$ cat src/rtl/mfcr_pkg.sv
package mfcr_pkg;

  // Register bus geometry
  localparam int ADDR_W = 11;
  localparam int DATA_W = 16;

  // Register offsets
  localparam logic [10:0] OFS_TEMP_AVG = 11'h4B6;
  localparam logic [10:0] OFS_TEMP_READING = 11'h4B7;
  localparam logic [10:0] OFS_AMP_GAINS = 11'h4B9;
  localparam logic [10:0] OFS_CONV_SHUTOFF = 11'h4BA;
  localparam logic [10:0] OFS_REACTIVE_OFF = 11'h4E0;

  // Implemented bit masks, writable except the read-only temperature reading; reserved bits are zero here
  localparam logic [15:0] MASK_TEMP_AVG = 16'h0003;
  localparam logic [15:0] MASK_TEMP_READING = 16'h0FFF;
  localparam logic [15:0] MASK_AMP_GAINS = 16'h3FFF;
  localparam logic [15:0] MASK_CONV_SHUTOFF = 16'h007F;
  localparam logic [15:0] MASK_REACTIVE_OFF = 16'h0001;

  // Reset values
  localparam logic [1:0] RST_TEMP_AVG = 2'h0;
  localparam logic [11:0] RST_TEMP_READING = 12'h000;
  localparam logic [13:0] RST_AMP_GAINS = 14'h0000;
  localparam logic [6:0] RST_CONV_SHUTOFF = 7'h00;
  localparam logic RST_REACTIVE_OFF = 1'b0;

  // Gain field positions (low bit of each 2-bit field)
  localparam int POS_CURR_A_GAIN = 0;
  localparam int POS_CURR_B_GAIN = 2;
  localparam int POS_CURR_C_GAIN = 4;
  localparam int POS_NEUTRAL_GAIN = 6;
  localparam int POS_VOLT_A_GAIN = 8;
  localparam int POS_VOLT_B_GAIN = 10;
  localparam int POS_VOLT_C_GAIN = 12;

  // Converter shutoff bit positions
  localparam int POS_CURR_A_OFF = 0;
  localparam int POS_CURR_B_OFF = 1;
  localparam int POS_CURR_C_OFF = 2;
  localparam int POS_NEUTRAL_OFF = 3;
  localparam int POS_VOLT_A_OFF = 4;
  localparam int POS_VOLT_B_OFF = 5;
  localparam int POS_VOLT_C_OFF = 6;

  // Temperature sampling: one reading per millisecond
  localparam int TEMP_TICK_NS = 1000000;
  localparam int CLK_FREQ_MHZ = 200;
  localparam int TEMP_TICK_CYCLES = TEMP_TICK_NS * CLK_FREQ_MHZ / 1000;

  // Averaging selects
  localparam logic [1:0] AVG_1 = 2'h0;
  localparam logic [1:0] AVG_256 = 2'h1;
  localparam logic [1:0] AVG_512 = 2'h2;
  localparam logic [1:0] AVG_1024 = 2'h3;

  // Log2 of sample counts per select
  localparam logic [3:0] LOG2_AVG_1 = 4'h0;
  localparam logic [3:0] LOG2_AVG_256 = 4'h8;
  localparam logic [3:0] LOG2_AVG_512 = 4'h9;
  localparam logic [3:0] LOG2_AVG_1024 = 4'hA;

  localparam int ACC_W = 22;
  localparam int CNT_W = 11;

endpackage

$ cat src/rtl/mfcr_regs.sv
// Notes on behaviour
// - Averaging select 2 averages 512 readings per 512 ms result, select 3 averages 1024 per 1024 ms result.
// - Averaging select 0 uses one reading per 1 ms result, select 1 averages 256 per 256 ms result.
// - The temperature result reads as 12 bits in 11:0 with bits 15:12 reading zero.
// - The voltage C gain field sits in 13:12, code 0 gives gain 1, code 1 gain 2, codes 2 and 3 gain 4.
// - The other gain fields use the same codes at 11:10, 9:8, 7:6, 5:4, 3:2 and 1:0, with 15:14 reserved.
// - Each set bit 6 to 0 of the shutoff register turns off one converter, bits 15:7 reserved.
// - Bit 0 of the reactive register stops the total reactive power calculation, bits 15:1 reserved.
`timescale 1ns/1ps

module mfcr_regs #(
  parameter int TICK_CYCLES = mfcr_pkg::TEMP_TICK_CYCLES
) (
  // Clock and reset
  input wire logic clock,
  input wire logic reset,
  // Register port
  input wire logic [mfcr_pkg::ADDR_W-1:0] reg_addr,
  input wire logic [mfcr_pkg::DATA_W-1:0] reg_wdata,
  input wire logic reg_write,
  input wire logic reg_read,
  output logic [mfcr_pkg::DATA_W-1:0] reg_rdata,
  // Temperature sensor converter output
  input wire logic [11:0] temp_sensor_value,
  output logic temp_reading_fresh,
  // Amplifier gain codes
  output logic [1:0] volt_c_amp_setting,
  output logic [1:0] volt_b_amp_setting,
  output logic [1:0] volt_a_amp_setting,
  output logic [1:0] neutral_amp_setting,
  output logic [1:0] curr_c_amp_setting,
  output logic [1:0] curr_b_amp_setting,
  output logic [1:0] curr_a_amp_setting,
  // Amplifier gain as a power of two (0 = x1, 1 = x2, 2 = x4)
  output logic [1:0] volt_c_gain_log2,
  output logic [1:0] volt_b_gain_log2,
  output logic [1:0] volt_a_gain_log2,
  output logic [1:0] neutral_gain_log2,
  output logic [1:0] curr_c_gain_log2,
  output logic [1:0] curr_b_gain_log2,
  output logic [1:0] curr_a_gain_log2,
  // Converter shutoffs
  output logic volt_c_converter_off,
  output logic volt_b_converter_off,
  output logic volt_a_converter_off,
  output logic neutral_converter_off,
  output logic curr_c_converter_off,
  output logic curr_b_converter_off,
  output logic curr_a_converter_off,
  // Reactive power calculation inhibit
  output logic reactive_total_inhibit
);

  localparam int TICK_W = (TICK_CYCLES > 1) ? $clog2(TICK_CYCLES) : 1;

  generate
    if (TICK_CYCLES < 1) begin : g_bad_tick
      $error("TICK_CYCLES must be at least one");
    end
    // A full 1024-reading window must wrap neither the sum nor the count
    if (mfcr_pkg::ACC_W < 12 + int'(mfcr_pkg::LOG2_AVG_1024)) begin : g_bad_acc
      $error("ACC_W too narrow for the longest window");
    end
    if (mfcr_pkg::CNT_W < 1 + int'(mfcr_pkg::LOG2_AVG_1024)) begin : g_bad_cnt
      $error("CNT_W too narrow for the longest window");
    end
  endgenerate

  // Codes 2 and 3 both give gain 4
  function automatic logic [1:0] gain_log2(input logic [1:0] code);
    logic [1:0] e;
    e = 2'h2;
    if (code == 2'h0) begin
      e = 2'h0;
    end else if (code == 2'h1) begin
      e = 2'h1;
    end
    return e;
  endfunction

  function automatic logic [3:0] avg_log2(input logic [1:0] sel);
    logic [3:0] r;
    r = mfcr_pkg::LOG2_AVG_1;
    case (sel)
      mfcr_pkg::AVG_1: r = mfcr_pkg::LOG2_AVG_1;
      mfcr_pkg::AVG_256: r = mfcr_pkg::LOG2_AVG_256;
      mfcr_pkg::AVG_512: r = mfcr_pkg::LOG2_AVG_512;
      default: r = mfcr_pkg::LOG2_AVG_1024;
    endcase
    return r;
  endfunction

  // Register state
  logic [1:0] temp_avg_q;
  logic [1:0] temp_avg_d;
  logic [11:0] temp_reading_q;
  logic [11:0] temp_reading_d;
  logic [13:0] amp_gains_q;
  logic [13:0] amp_gains_d;
  logic [6:0] conv_shutoff_q;
  logic [6:0] conv_shutoff_d;
  logic reactive_off_q;
  logic reactive_off_d;
  logic [15:0] rdata_q;
  logic [15:0] rdata_d;
  logic fresh_q;
  logic fresh_d;

  // Averaging state
  logic [TICK_W-1:0] tick_cnt_q;
  logic [TICK_W-1:0] tick_cnt_d;
  logic [mfcr_pkg::ACC_W-1:0] acc_q;
  logic [mfcr_pkg::ACC_W-1:0] acc_d;
  logic [mfcr_pkg::CNT_W-1:0] sample_cnt_q;
  logic [mfcr_pkg::CNT_W-1:0] sample_cnt_d;

  // Address decode
  wire hit_temp_avg = (reg_addr == mfcr_pkg::OFS_TEMP_AVG);
  wire hit_temp_reading = (reg_addr == mfcr_pkg::OFS_TEMP_READING);
  wire hit_amp_gains = (reg_addr == mfcr_pkg::OFS_AMP_GAINS);
  wire hit_conv_shutoff = (reg_addr == mfcr_pkg::OFS_CONV_SHUTOFF);
  wire hit_reactive_off = (reg_addr == mfcr_pkg::OFS_REACTIVE_OFF);

  wire wr_temp_avg = reg_write && hit_temp_avg;
  wire wr_amp_gains = reg_write && hit_amp_gains;
  wire wr_conv_shutoff = reg_write && hit_conv_shutoff;
  wire wr_reactive_off = reg_write && hit_reactive_off;

  // Read views; reserved bits are tied to zero here
  wire [15:0] view_temp_avg = {14'h0000, temp_avg_q};
  wire [15:0] view_temp_reading = {4'h0, temp_reading_q};
  wire [15:0] view_amp_gains = {2'h0, amp_gains_q};
  wire [15:0] view_conv_shutoff = {9'h000, conv_shutoff_q};
  wire [15:0] view_reactive_off = {15'h0000, reactive_off_q};

  // Read mux; unmapped addresses read zero
  logic [15:0] rd_mux;
  always_comb begin
    if (hit_temp_avg) begin
      rd_mux = view_temp_avg;
    end else if (hit_temp_reading) begin
      rd_mux = view_temp_reading;
    end else if (hit_amp_gains) begin
      rd_mux = view_amp_gains;
    end else if (hit_conv_shutoff) begin
      rd_mux = view_conv_shutoff;
    end else if (hit_reactive_off) begin
      rd_mux = view_reactive_off;
    end else begin
      rd_mux = 16'h0000;
    end
  end

  // Reserved bits are dropped before they reach storage
  function automatic logic [15:0] keep_bits(input logic [15:0] data, input logic [15:0] mask);
    return data & mask;
  endfunction

  wire [15:0] wdata_avg = keep_bits(reg_wdata, mfcr_pkg::MASK_TEMP_AVG);
  wire [15:0] wdata_gains = keep_bits(reg_wdata, mfcr_pkg::MASK_AMP_GAINS);
  wire [15:0] wdata_shutoff = keep_bits(reg_wdata, mfcr_pkg::MASK_CONV_SHUTOFF);
  wire [15:0] wdata_reactive = keep_bits(reg_wdata, mfcr_pkg::MASK_REACTIVE_OFF);

  // Next values: a register moves only on a write to its own offset
  assign temp_avg_d = wr_temp_avg ? wdata_avg[1:0] : temp_avg_q;
  assign amp_gains_d = wr_amp_gains ? wdata_gains[13:0] : amp_gains_q;
  assign conv_shutoff_d = wr_conv_shutoff ? wdata_shutoff[6:0] : conv_shutoff_q;
  assign reactive_off_d = wr_reactive_off ? wdata_reactive[0] : reactive_off_q;

  always_ff @(posedge clock) begin
    if (reset) begin
      temp_avg_q <= mfcr_pkg::RST_TEMP_AVG;
    end else begin
      temp_avg_q <= temp_avg_d;
    end
  end

  always_ff @(posedge clock) begin
    if (reset) begin
      amp_gains_q <= mfcr_pkg::RST_AMP_GAINS;
    end else begin
      amp_gains_q <= amp_gains_d;
    end
  end

  always_ff @(posedge clock) begin
    if (reset) begin
      conv_shutoff_q <= mfcr_pkg::RST_CONV_SHUTOFF;
    end else begin
      conv_shutoff_q <= conv_shutoff_d;
    end
  end

  always_ff @(posedge clock) begin
    if (reset) begin
      reactive_off_q <= mfcr_pkg::RST_REACTIVE_OFF;
    end else begin
      reactive_off_q <= reactive_off_d;
    end
  end

  // Read data stand only in the cycle after the strobe
  assign rdata_d = reg_read ? rd_mux : 16'h0000;

  always_ff @(posedge clock) begin
    if (reset) begin
      rdata_q <= 16'h0000;
    end else begin
      rdata_q <= rdata_d;
    end
  end

  // One sensor reading is taken per millisecond tick
  wire tick = (tick_cnt_q == TICK_W'(TICK_CYCLES - 1));
  assign tick_cnt_d = tick ? '0 : tick_cnt_q + 1'b1;

  always_ff @(posedge clock) begin
    if (reset) begin
      tick_cnt_q <= '0;
    end else begin
      tick_cnt_q <= tick_cnt_d;
    end
  end

  // Sample count is a power of two, so the mean is a shift of the sum
  wire [3:0] shift = avg_log2(temp_avg_q);
  wire [mfcr_pkg::CNT_W-1:0] target = mfcr_pkg::CNT_W'(1) << shift;
  wire [mfcr_pkg::CNT_W-1:0] next_cnt = sample_cnt_q + 1'b1;
  wire [mfcr_pkg::ACC_W-1:0] sum = acc_q + {10'h000, temp_sensor_value};
  wire [mfcr_pkg::ACC_W-1:0] mean = sum >> shift;
  wire window_done = tick && (next_cnt == target);

  // A new select restarts the window so no result mixes two settings
  wire restart = wr_temp_avg || window_done;
  assign acc_d = restart ? '0 : (tick ? sum : acc_q);
  assign sample_cnt_d = restart ? '0 : (tick ? next_cnt : sample_cnt_q);

  always_ff @(posedge clock) begin
    if (reset) begin
      acc_q <= '0;
    end else begin
      acc_q <= acc_d;
    end
  end

  always_ff @(posedge clock) begin
    if (reset) begin
      sample_cnt_q <= '0;
    end else begin
      sample_cnt_q <= sample_cnt_d;
    end
  end

  // A window that ends beside a select write is dropped, never published
  wire publish = window_done && !wr_temp_avg;
  assign temp_reading_d = publish ? mean[11:0] : temp_reading_q;
  assign fresh_d = publish;

  always_ff @(posedge clock) begin
    if (reset) begin
      temp_reading_q <= mfcr_pkg::RST_TEMP_READING;
    end else begin
      temp_reading_q <= temp_reading_d;
    end
  end

  always_ff @(posedge clock) begin
    if (reset) begin
      fresh_q <= 1'b0;
    end else begin
      fresh_q <= fresh_d;
    end
  end

  // Outputs
  assign reg_rdata = rdata_q;
  assign temp_reading_fresh = fresh_q;

  assign volt_c_amp_setting = amp_gains_q[mfcr_pkg::POS_VOLT_C_GAIN +: 2];
  assign volt_b_amp_setting = amp_gains_q[mfcr_pkg::POS_VOLT_B_GAIN +: 2];
  assign volt_a_amp_setting = amp_gains_q[mfcr_pkg::POS_VOLT_A_GAIN +: 2];
  assign neutral_amp_setting = amp_gains_q[mfcr_pkg::POS_NEUTRAL_GAIN +: 2];
  assign curr_c_amp_setting = amp_gains_q[mfcr_pkg::POS_CURR_C_GAIN +: 2];
  assign curr_b_amp_setting = amp_gains_q[mfcr_pkg::POS_CURR_B_GAIN +: 2];
  assign curr_a_amp_setting = amp_gains_q[mfcr_pkg::POS_CURR_A_GAIN +: 2];

  assign volt_c_gain_log2 = gain_log2(volt_c_amp_setting);
  assign volt_b_gain_log2 = gain_log2(volt_b_amp_setting);
  assign volt_a_gain_log2 = gain_log2(volt_a_amp_setting);
  assign neutral_gain_log2 = gain_log2(neutral_amp_setting);
  assign curr_c_gain_log2 = gain_log2(curr_c_amp_setting);
  assign curr_b_gain_log2 = gain_log2(curr_b_amp_setting);
  assign curr_a_gain_log2 = gain_log2(curr_a_amp_setting);

  assign volt_c_converter_off = conv_shutoff_q[mfcr_pkg::POS_VOLT_C_OFF];
  assign volt_b_converter_off = conv_shutoff_q[mfcr_pkg::POS_VOLT_B_OFF];
  assign volt_a_converter_off = conv_shutoff_q[mfcr_pkg::POS_VOLT_A_OFF];
  assign neutral_converter_off = conv_shutoff_q[mfcr_pkg::POS_NEUTRAL_OFF];
  assign curr_c_converter_off = conv_shutoff_q[mfcr_pkg::POS_CURR_C_OFF];
  assign curr_b_converter_off = conv_shutoff_q[mfcr_pkg::POS_CURR_B_OFF];
  assign curr_a_converter_off = conv_shutoff_q[mfcr_pkg::POS_CURR_A_OFF];

  // Engine samples this level when it starts; setting it later is unsafe
  assign reactive_total_inhibit = reactive_off_q;

endmodule

$ cat config.mk
export PLATFORM = sky130hd
export DESIGN_NAME = mfcr_regs
export DESIGN_NICKNAME = d
export VERILOG_FILES = /design/src/rtl/mfcr_pkg.sv /design/src/rtl/mfcr_regs.sv
export SDC_FILE = /design/constraint.sdc
export NUM_CORES = 1
export LEC_CHECK = 0
export BUFFER_PORTS_ARGS = -buffer_cell sky130_fd_sc_hd__buf_2
export CAP_MARGIN = 20
export CORE_UTILIZATION = 35
export DETAILED_ROUTE_END_ITERATION = 12
export GPL_TIMING_DRIVEN = 1
export PLACE_DENSITY_LB_ADDON = 0.1
export SYNTH_ARGS = -nofsm -noshare
export SYNTH_HDL_FRONTEND = slang
export SYNTH_SLANG_ARGS = --single-unit
$ cat constraint.sdc
create_clock -name clock -period 2.65 [get_ports clock]
set_input_delay 0.265 -clock clock [delete_from_list [all_inputs] [get_ports clock]]
set_output_delay 0.265 -clock clock [all_outputs]
set_load 0.005 [all_outputs]
* Yosys cells after proc, flatten, opt, wreduce, memory -nomap -nowiden
Cells that the tools add are included.
Word-level totals: register bits 104, memory bits (writable) 0, memories 0, word-level logic and storage cells 77, output and inout bits 53, memory bits (read-only) 0, latch bits 0, input bits 43
Cells by class: muxes and demuxes 20, shift-type cells 2, add/sub/neg operators 3, bitwise operators 1, divide/modulo/power cells 0, $lt $le $gt $ge 0, equality and inequality tests 16, multipliers 0, reductions and logical operators 22
Operator list (number):
- $eq A11 B11 Y1 const B | 5
- $mux W2 | 15
- $add A22 B12 Y22 | 1
- $shr A22 B4 Y12 | 1
- $add A18 B1 Y18 const B | 1
- $eq A18 B18 Y1 const B | 1
- $eq A2 B1 Y1 const B | 8
- $logic_not A2 Y1 | 8
- $mux W14 | 1
- $mux W12 | 1
- $pmux W4 S3 | 1
- $add A11 B1 Y11 const B | 1
- $eq A11 B11 Y1 | 1
- $shl A1 B4 Y11 const A | 1
- $mux W7 | 1
- $logic_and A1 B1 Y1 | 6
- $reduce_or A2 Y1 | 3
- $reduce_or A6 Y1 | 1
- $reduce_or A4 Y1 | 1
- $reduce_or A3 Y1 | 1
- $eq A2 B2 Y1 const B | 1
- $logic_not A1 Y1 | 1
- $logic_or A1 B1 Y1 | 1
- $mux W1 | 1
- $not A1 Y1 | 1

* Depth between registers and ports, before layout
Gate-level depths: netlist of run 1.
depth after elaboration 7, gate-level depth with buffers 10, mapped depth without buffers 9

* Least setup slack after synthesis of run 1
Ideal clock, no wire load.
path type register to register, start reg acc_q[0] in the netlist's numbering, end reg temp_reading_q[4], clock period less this slack 2.598 ns, arrival 2.472 ns, data required time 2.524 ns, library setup time 0.126 ns, setup slack 0.052 ns, cell stages (with the launch flop) 10, buffers on the path 0, cells stage by stage dfxtp_1 -> ha_1 -> fa_1 -> a21o_1 -> a221oi_2 -> o211ai_2 -> a21o_1 -> and3_1 -> a2111oi_2 -> a21oi_1
Between the ends: longest elaborated chain between the ends 2
Ends and longest elaborated chain:
- start: declaration | RTL line mfcr_regs.sv:112 | logic [mfcr_pkg::ACC_W-1:0] acc_q;
- start signal: assignment | RTL line mfcr_regs.sv:240 | acc_q <= '0;
- start signal: assignment | RTL line mfcr_regs.sv:242 | acc_q <= acc_d;
- $add A22 B12 Y22 | RTL line mfcr_regs.sv:229 | wire [mfcr_pkg::ACC_W-1:0] sum = acc_q + {10'h000, temp_sensor_value};
- $shr A22 B4 Y12 | RTL line mfcr_regs.sv:230 | wire [mfcr_pkg::ACC_W-1:0] mean = sum >> shift;
- end signal: assignment | RTL line mfcr_regs.sv:261 | temp_reading_q <= mfcr_pkg::RST_TEMP_READING;
- end signal: assignment | RTL line mfcr_regs.sv:263 | temp_reading_q <= temp_reading_d;
- end: declaration | RTL line mfcr_regs.sv:96 | logic [11:0] temp_reading_q;
Every way passes these cells. A chain may end at the register's enable or synchronous reset.

* Worst setup path after layout of run 1
start reg acc_q[0] in the netlist's numbering, end reg temp_reading_q[9]
The elaborated chain is that of the path after synthesis.

==> results of run 1 <==
[synthesized netlist by cell type (3+ instances only)]
master | number | area share
a2111oi_0 | 3 | 0.0048
a21o_1 | 10 | 0.014
a21oi_1 | 69 | 0.063
a221oi_1 | 3 | 0.0048
a22oi_1 | 12 | 0.017
a31oi_1 | 3 | 0.0034
and2_1 | 5 | 0.0057
and3_1 | 14 | 0.016
buf_2 | 4 | 0.0037
buf_4 | 4 | 0.0055
clkbuf_1 | 28 | 0.019
dfxtp_1 | 102 | 0.37
ha_1 | 14 | 0.032
inv_1 | 15 | 0.010
mux2i_1 | 6 | 0.011
nand2_1 | 107 | 0.074
nand2b_1 | 4 | 0.0046
nand3_1 | 31 | 0.028
nand4_1 | 7 | 0.0080
nor2_1 | 72 | 0.050
nor2_2 | 3 | 0.0034
nor2b_1 | 8 | 0.0092
nor3_1 | 13 | 0.012
nor4_1 | 3 | 0.0034
o211ai_1 | 5 | 0.0069
o21ai_0 | 12 | 0.011
or2_2 | 4 | 0.0046
or4_1 | 3 | 0.0041
xnor2_1 | 26 | 0.042
xor2_1 | 31 | 0.050
[power by group]
part / total (W) / switching [W] / internal [W]
combinational: 0.000162 / 0.0000966 / 0.0000658
clock: 0.00143 / 0.000661 / 0.000765
sequential: 0.00154 / 0.00000348 / 0.00153
total: 0.00313 / 0.000762 / 0.00237
[kinds of logic after synthesis]
family,after synthesis,share of synthesized area
xor+xnor,58,0.0945
simple gates,294,0.267
mux,8,0.0193
flops,102,0.374
other cells,1,0.000687
compound gates,142,0.167
fa+ha+maj,15,0.0358
buf+inv,53,0.0415
[registers in the layout (all words and copies together) (netlist names)]
signal                  flops
sample_cnt_q               11
temp_avg_q                  2
acc_q                      22
tick_cnt_q                 18
amp_gains_q                14
reactive_total_inhibit      1
conv_shutoff_q              7
temp_reading_fresh          1
temp_reading_q             12
reg_rdata                  14
[worst max path at each step]
stage                                     from            endpoint  slack, ns  depth (start not counted)
final                                 acc_q[0]   temp_reading_q[9]       0.11                         10
after global routing                  acc_q[0]   temp_reading_q[0]      -0.03                         10
after CTS                             acc_q[0]   temp_reading_q[9]      0.008                         10
after detailed placement  temp_sensor_value[0]  temp_reading_q[10]      -0.17                         11
after global placement    temp_sensor_value[0]  temp_reading_q[10]      -0.11                         11
after floorplan                       acc_q[0]   temp_reading_q[4]       0.05                          9
[repair_timing]
action                                  CTS  global route
buffers inserted                          0             3
resized for setup                         5            13
endpoints found under the setup margin    3            11
hold buffers                              0             0
pin swaps                                 0             5
[per-layer routing]
| layer | vias to the layer above | routed length [microns] |
|---|---|---|
| li1 | 2545 | - |
| met1 | 2357 | 7430 |
| met2 | 111 | 6520 |
| met3 | 23 | 599 |
| met4 | 0 | 293 |
| met5 | - | 0 |
[through the flow]
stage	worst slack [ns]	hold WS (ns)	power (W)
after floorplan	0.0523	0.401	0.00166
after detailed placement	-0.168	0.447	0.00173
after global routing	-0.0268	0.146	0.00324
after global placement	-0.111	0.437	0.00173
final	0.114	0.144	0.00313
after CTS	0.00823	0.133	0.00317
[layout make-up]
type | instances | area (sq um)
clock buffers | 9 | 225
fillers | 1544 | 8470
flip-flops and latches | 102 | 2040
clock inverters | 7 | 95.1
inverters | 16 | 60.1
multi-input cells | 519 | 3300
well taps | 188 | 235
repair buffers | 132 | 776
[worst max-delay path: cells and delay by family, from the launching register on]
family	cells	cell delay (ns)
adders and majority gates	2	0.50
buffers and inverters	1	0.20
AOI/OAI and AO/OA	6	1.21
DFF	1	0.34
and+or+nand+nor	1	0.16
==> impl_metrics.json, run 1 <==
{
  "status": "finished, final reports clean",
  "r2r_start": "acc_q[0]",
  "pin_count": 96,
  "core_sq_um": 15200,
  "worstSetupPathType": "flop to flop",
  "final_util": 0.443,
  "cts_buffer_depth": 2,
  "cp-start-kind": "flop",
  "grt_max_degree": 35,
  "max_cap_violations": 0,
  "ys_seq_elements": 102,
  "netlist_area_sq_um": 5460,
  "drive_above_1_share": 0.243,
  "place_area_sq_um": 6290,
  "met1_usage": 0.251,
  "final_cell_area_sq_um": 6730,
  "dr.pass1.iters": 5,
  "hold_end": "amp_gains_q[13]",
  "die_w_microns": 127,
  "r2r_setup_slack_ns": 0.11,
  "h-tree-depth": 3,
  "synth-edff-count": 0,
  "hold_depth": 3,
  "grt_overflow_total": 0,
  "clock_latency_ns": 0.36,
  "dieArea_sq_um": 16100,
  "hpwl_microns": 11000,
  "via_count": 5036,
  "worst_slew_pin_slew_ns": 0.616,
  "period_share": 0.957,
  "start_util": 0.359,
  "path_max_fanout": 5,
  "period_needed_ns": 2.54,
  "use_met2": 0.307,
  "slowest_delay_ns": 0.37,
  "area_growth_pct": 23.4,
  "synth_flop_cell": "dfxtp_1",
  "final_cell_mix": "nand2_1 (107), dfxtp_1 (101), buf_2 (91)",
  "finClkSkew_ns": 0.0146,
  "reg2regPathDepth": 10,
  "path_clk_slew_ns": 0.08,
  "grt_pass1_wl_microns": 24100,
  "num_rows": 45,
  "antenna_found_initial": 0,
  "required_ns": 2.88,
  "cpMostUsedCell": "a21oi_1",
  "yosysUniqueCellTypes": 74,
  "final-setup-viol-count": 0,
  "insertedDiodeCount": 0,
  "portBuffers": 91,
  "setup_tns_ns": 0,
  "ys_seq_area_frac": 0.374,
  "syn_avg_cell_area_sq_um": 8.11,
  "power_leakage_nw": 2.74,
  "synth_async_sr_flop_share": 0,
  "cts.sinks": 102,
  "grt_util_met3": 0.0283,
  "cts_tree": "done",
  "grt_pass1_vias": 4751,
  "powerDensity_nw_per_um2": 464,
  "final_common_cell": "nand2_1",
  "slowest_stage": "a2111oi_2",
  "drt-vias-per-instance": 5.18,
  "cts_root_buffer": "clkbuf_16",
  "cp_cell_sequence": "ha_4 > fa_2 > a21o_1 > a221oi_2 > buf_4 > o211a_4 > or4_1 > a21oi_1 > a2111oi_2 > a21oi_1",
  "ys_warn_count": 0,
  "wl_per_cell_microns": 15.3,
  "fin_nets": 838,
  "synth_cells": 673,
  "cts_inserted_buffers": 9,
  "final_cells": 973,
  "cp.arrival_ns": 2.76,
  "end_kind": "flop",
  "rsz0062_at_grt": "true",
  "top_usage_layer": "met2",
  "postRouteAntennaNets": 0,
  "hold_start": "reg_wdata[13]",
  "grt_use_total": 0.190,
  "gp_congestion": 0.886,
  "slew_headroom": 0.579,
  "reg2reg_to": "temp_reading_q[9]",
  "ir_drop_uv": 374,
  "hold_path_class": "primary input to flop",
  "max_freq_mhz": 394,
  "placed_cells": 954,
  "drc": 0,
  "slew_violations": 0,
  "drtIter0Drc": 317,
  "wirelength_microns": 14800,
  "hold_viol": 0,
  "die-height_microns": 127
}
(Power assumes the default switching activity.)
==> run 2, diff against run 1 <==
==> constraint.sdc (replaced) <==
create_clock -name clock -period 3.1 [get_ports clock]
set_input_delay 0.31 -clock clock [delete_from_list [all_inputs] [get_ports clock]]
set_output_delay 0.31 -clock clock [all_outputs]
set_load 0.005 [all_outputs]
==> impl_metrics.json, run 2 (synthesis gave the netlist of run 1 again) <==
{
  "largest_reg_flops": 22,
  "path_max_fanout": 5,
  "wirelength_microns": 14300,
  "via_count": 4914,
  "path_clk_slew_ns": 0.07,
  "reg2reg_to": "temp_reading_q[2]",
  "die_w_microns": 127,
  "num_rows": 45,
  "postRouteAntennaNets": 0,
  "setup_tns_ns": 0,
  "die-height_microns": 127,
  "period_needed_ns": 2.82,
  "wl_per_cell_microns": 15.1,
  "slew_headroom": 0.586,
  "slew_violations": 0,
  "drt-vias-per-instance": 5.20,
  "grt_max_degree": 35,
  "grt_pass1_wl_microns": 23700,
  "period_share": 0.909,
  "max_freq_mhz": 355,
  "cts_root_buffer": "clkbuf_16",
  "start_util": 0.359,
  "cts_setup_buffers": 0,
  "fillers": 1556,
  "met1_usage": 0.262,
  "cts_hold_buf": 0,
  "cts.sinks": 102,
  "final_cell_mix": "nand2_1 (107), dfxtp_1 (102), buf_2 (91)",
  "grt_pass1_vias": 4514,
  "drtIter0Drc": 385,
  "insertedDiodeCount": 0,
  "fin_nets": 810,
  "grt_use_total": 0.186,
  "finClkSkew_ns": 0.00826,
  "ir_drop_uv": 258,
  "pin_count": 96,
  "use_met2": 0.290,
  "core_sq_um": 15200,
  "status": "finished, final reports clean",
  "grt_overflow_total": 0,
  "hold_viol": 0,
  "worstSetupPathType": "flop to flop",
  "worst_slew_pin_slew_ns": 0.621,
  "dr.pass1.iters": 4,
  "powerDensity_nw_per_um2": 397,
  "hold_end": "amp_gains_q[7]",
  "regArea_sq_um": 2040,
  "grt_util_met3": 0.0283,
  "area_growth_pct": 16.9,
  "gp_congestion": 0.884,
  "hpwl_microns": 10500,
  "largest_registers": "acc_q x22, tick_cnt_q x18",
  "final_util": 0.420,
  "regMostFlops": "acc_q",
  "cts_resized": 0,
  "dieArea_sq_um": 16100,
  "final-setup-viol-count": 0,
  "drive_above_1_share": 0.196,
  "drc": 0,
  "cts_inserted_buffers": 9,
  "hold_start": "reg_wdata[7]",
  "cts_buffer_depth": 2,
  "multi_input_area_sq_um": 3200,
  "hold_path_class": "primary input to flop",
  "final_common_cell": "nand2_1",
  "hold_depth": 3,
  "clock_latency_ns": 0.35,
  "rsz0062_at_grt": "false",
  "portBuffers": 91,
  "end_kind": "flop",
  "antenna_found_initial": 0,
  "h-tree-depth": 3,
  "required_ns": 3.39,
  "r2r_setup_slack_ns": 0.28,
  "power_leakage_nw": 2.56,
  "cp-start-kind": "flop",
  "reg2regPathDepth": 10,
  "max_cap_violations": 0,
  "cts_tree": "done",
  "top_usage_layer": "met2",
  "r2r_start": "acc_q[0]",
  "cp.arrival_ns": 3.11
}
[run 2: critical path, stage by stage (launching register included)]
cell      delay, ns
dfxtp_1        0.32
ha_1           0.23
fa_1           0.43
a21o_1         0.21
a221oi_2       0.23
buf_4          0.20
o21ai_1        0.09
xor2_1         0.35
a21oi_1        0.12
or4_1          0.43
a21oi_1        0.15
[run 2: cell type report]
cell class | instances | share of cell area
repair buffers | 104 | 0.0887
flip-flops and latches | 102 | 0.320
clock buffers | 11 | 0.0365
well taps | 188 | 0.0369
multi-input cells | 519 | 0.501
clock inverters | 5 | 0.00706
inverters | 16 | 0.00942
[run 2: how the worst max path moves through the flow]
| stage | to | start | slack [ns] |
|---|---|---|---|
| after floorplan | temp_reading_q[4] | temp_sensor_value[0] | 0.47 |
| after global placement | temp_reading_q[4] | temp_sensor_value[0] | 0.23 |
| after detailed placement | temp_reading_q[2] | temp_sensor_value[0] | 0.20 |
| after CTS | temp_reading_q[2] | acc_q[0] | 0.29 |
| after global routing | temp_reading_q[9] | acc_q[0] | 0.13 |
| final | temp_reading_q[2] | acc_q[0] | 0.28 |
[run 2: power breakdown]
part	total (W)	switching (W)	internal [W]	leakage, nW
logic	0.000127	0.0000780	0.0000487	1.61
clock network	0.00109	0.000534	0.000556	0.132
registers	0.00131	0.00000272	0.00131	0.822
[run 2: stage by stage]
step	total power, W	hold WS [ns]	instance area, sq um	std cells	setup WS, ns
4_1_cts	0.00258	0.178	6380	945	0.289
3_5_place_dp	0.00147	0.444	6100	929	0.199
3_3_place_gp	0.00147	0.441	6100	929	0.233
2_1_floorplan	0.00142	0.426	5460	674	0.475
5_1_grt	0.00264	0.189	6380	945	0.134
6_report	0.00253	0.187	6380	945	0.282
[run 2: layer usage]
metal  up-vias  routed length, microns
li1       2496                       -
met1      2290                    7140
met2       116                    6420
met3        12                     534
met4         0                     187
met5         -                       0
==> run 3, diff against run 2 <==
--- a/config.mk
+++ b/config.mk
@@ -5,6 +5,7 @@
 export SDC_FILE = /design/constraint.sdc
 export NUM_CORES = 1
 export LEC_CHECK = 0
+export ABC_AREA = 1
 export BUFFER_PORTS_ARGS = -buffer_cell sky130_fd_sc_hd__buf_2
 export CAP_MARGIN = 20
 export CORE_UTILIZATION = 35
==> impl_metrics.json, run 3 <==
{
  "finClkSkew_ns": 0.0148,
  "final_cell_area_sq_um": 7300,
  "cp.arrival_ns": 2.66,
  "slew_headroom": 0.528,
  "yosysUniqueCellTypes": 46,
  "hpwl_microns": 13400,
  "worstSetupPathType": "flop to flop",
  "syn_avg_cell_area_sq_um": 6.24,
  "drt-vias-per-instance": 4.79,
  "portBuffers": 91,
  "rsz0062_at_grt": "false",
  "fillers": 1932,
  "area_growth_pct": 14.5,
  "postRouteAntennaNets": 0,
  "final_cells": 1330,
  "cts_setup_buffers": 0,
  "path_clk_slew_ns": 0.09,
  "worst_slew_pin_slew_ns": 0.707,
  "clock_latency_ns": 0.36,
  "grt_max_degree": 37,
  "synthTopCellsByCount": "nand2_1 (300), inv_1 (153), dfxtp_1 (102), nand3_1 (96), nor2_1 (92)",
  "synth_flop_cell": "dfxtp_1",
  "gp_congestion": 0.899,
  "cts_inserted_buffers": 9,
  "grt_pass1_wl_microns": 28800,
  "powerDensity_nw_per_um2": 358,
  "ir_drop_uv": 247,
  "period_share": 0.778,
  "power_leakage_nw": 3.49,
  "grt_use_total": 0.196,
  "place_area_sq_um": 7000,
  "reg2reg_to": "temp_reading_q[11]",
  "cts_root_buffer": "clkbuf_16",
  "core_sq_um": 17500,
  "pin_count": 96,
  "yosys-top-cells-area": "dfxtp_1 (32%), nand2_1 (18%), inv_1 (9.0%)",
  "wl_per_cell_microns": 13.2,
  "antenna_found_initial": 0,
  "final_cell_mix": "nand2_1 (300), inv_1 (153), dfxtp_1 (102)",
  "fin_nets": 1158,
  "via_count": 6372,
  "synth-edff-count": 0,
  "power_w": 0.00261,
  "ys_seq_elements": 102,
  "wirelength_microns": 17500,
  "hold_path_class": "primary input to flop",
  "start_util": 0.363,
  "insertedDiodeCount": 0,
  "setup_tns_ns": 0,
  "synth_top_area_frac": 0.321,
  "ys_seq_area_frac": 0.321,
  "cts_hold_buf": 0,
  "slew_violations": 0,
  "multi_input_area_sq_um": 3570,
  "largest_reg_flops": 22,
  "num_rows": 48,
  "largest_registers": "acc_q x22, tick_cnt_q x18",
  "netlist_area_sq_um": 6370,
  "max_cap_violations": 0,
  "hold_viol": 0,
  "synth_area_leader_cell": "dfxtp_1",
  "dieArea_sq_um": 18700,
  "max_freq_mhz": 415,
  "required_ns": 3.35,
  "yosysMostFrequentCell": "nand2_1",
  "drive_above_1_share": 0.148,
  "cts.sinks": 102,
  "die_w_microns": 137,
  "final-setup-viol-count": 0,
  "final_common_cell": "nand2_1",
  "placed_cells": 1314,
  "r2r_start": "acc_q[8]",
  "drc": 0,
  "period_needed_ns": 2.41,
  "synth_cells": 1021,
  "hold_depth": 3,
  "cp-start-kind": "flop",
  "final_util": 0.416,
  "grt_overflow_total": 0,
  "cts_resized": 0,
  "ys_warn_count": 0,
  "end_kind": "flop",
  "reg2regPathDepth": 13,
  "hold_end": "amp_gains_q[5]",
  "grt_pass1_vias": 5855,
  "r2r_setup_slack_ns": 0.69,
  "regMostFlops": "acc_q",
  "status": "finished, final reports clean",
  "drtIter0Drc": 324,
  "hold_start": "reg_wdata[5]",
  "synth_async_sr_flop_share": 0,
  "cts_tree": "done",
  "die-height_microns": 137,
  "path_max_fanout": 7,
  "cts_buffer_depth": 2,
  "regArea_sq_um": 2040,
  "h-tree-depth": 3,
  "dr.pass1.iters": 5
}
## run 3: changes by cell type after synthesis, sizes merged, moves of 11 or more
cell | previous run | this run
o21ai | 14 | 41
xnor2 | 27 | 0
xor2 | 31 | 9
inv | 16 | 157
nand2 | 107 | 303
nand4 | 8 | 19
nand3 | 32 | 99
nor2 | 75 | 105
a21oi | 69 | 83
and3 | 14 | 2
a22oi | 12 | 0
## run 3: where the power goes
group          internal (W)  switching [W]
sequential          0.00131     0.00000336
clock              0.000573       0.000590
combinational     0.0000454      0.0000854
total               0.00193       0.000678
## run 3: stage by stage
stage / hold WS, ns / setup WS [ns]
3_3_place_gp: 0.454 / 0.634
6_report: 0.190 / 0.690
4_1_cts: 0.177 / 0.653
5_1_grt: 0.190 / 0.434
3_5_place_dp: 0.458 / 0.630
2_1_floorplan: 0.379 / 1.17
## run 3: worst max path at each step
stage                    startpoint            endpoint  slack [ns]  depth (start not counted)
2_1_floorplan  temp_sensor_value[0]   temp_reading_q[5]        1.17                         14
3_3_place_gp   temp_sensor_value[8]  temp_reading_q[11]        0.63                         14
3_5_place_dp   temp_sensor_value[8]  temp_reading_q[11]        0.63                         14
4_1_cts             sample_cnt_q[1]            acc_q[3]        0.65                         10
5_1_grt                    acc_q[8]  temp_reading_q[11]        0.43                         13
6_report                   acc_q[8]  temp_reading_q[11]        0.69                         13
## run 3: final cells by class
cell class | count | area share
clock buffer | 9 | 0.0309
clock inverter | 7 | 0.00960
inverter | 157 | 0.0808
multi-input combinational | 730 | 0.489
sequential | 102 | 0.280
tap | 225 | 0.0386
timing repair buffer | 100 | 0.0717
## run 3: cell families (layout without fill, tap and decap cells)
family / Yosys count / count (layout) / share of synthesized area
compound gates: 138 / 138 / 0.122
xor+xnor: 9 / 9 / 0.0136
other cells: 1 / 2 / 0.000589
buf+inv: 190 / 273 / 0.120
flops: 102 / 102 / 0.321
simple gates: 566 / 566 / 0.392
fa+ha+maj: 15 / 15 / 0.0306
## run 3: metal layers
metal | wire, microns | vias to the layer above | GRT usage
li1 | - | 3392 | -
met1 | 8430 | 2869 | 0.261
met2 | 8320 | 97 | 0.328
met3 | 576 | 14 | 0.0307
met4 | 201 | 0 | 0.0482
met5 | 0 | - | 0
## run 3: critical path, cell delays in order (launching register included)
cell,delay (ns)
dfxtp_1,0.32
ha_1,0.38
nand2_1,0.12
nor2_1,0.20
and2_1,0.18
nand2_1,0.07
nand2_1,0.26
nand3_1,0.22
nand3_1,0.14
nand3_1,0.07
nand2_1,0.11
inv_1,0.04
nor2_1,0.14
nor2_1,0.05
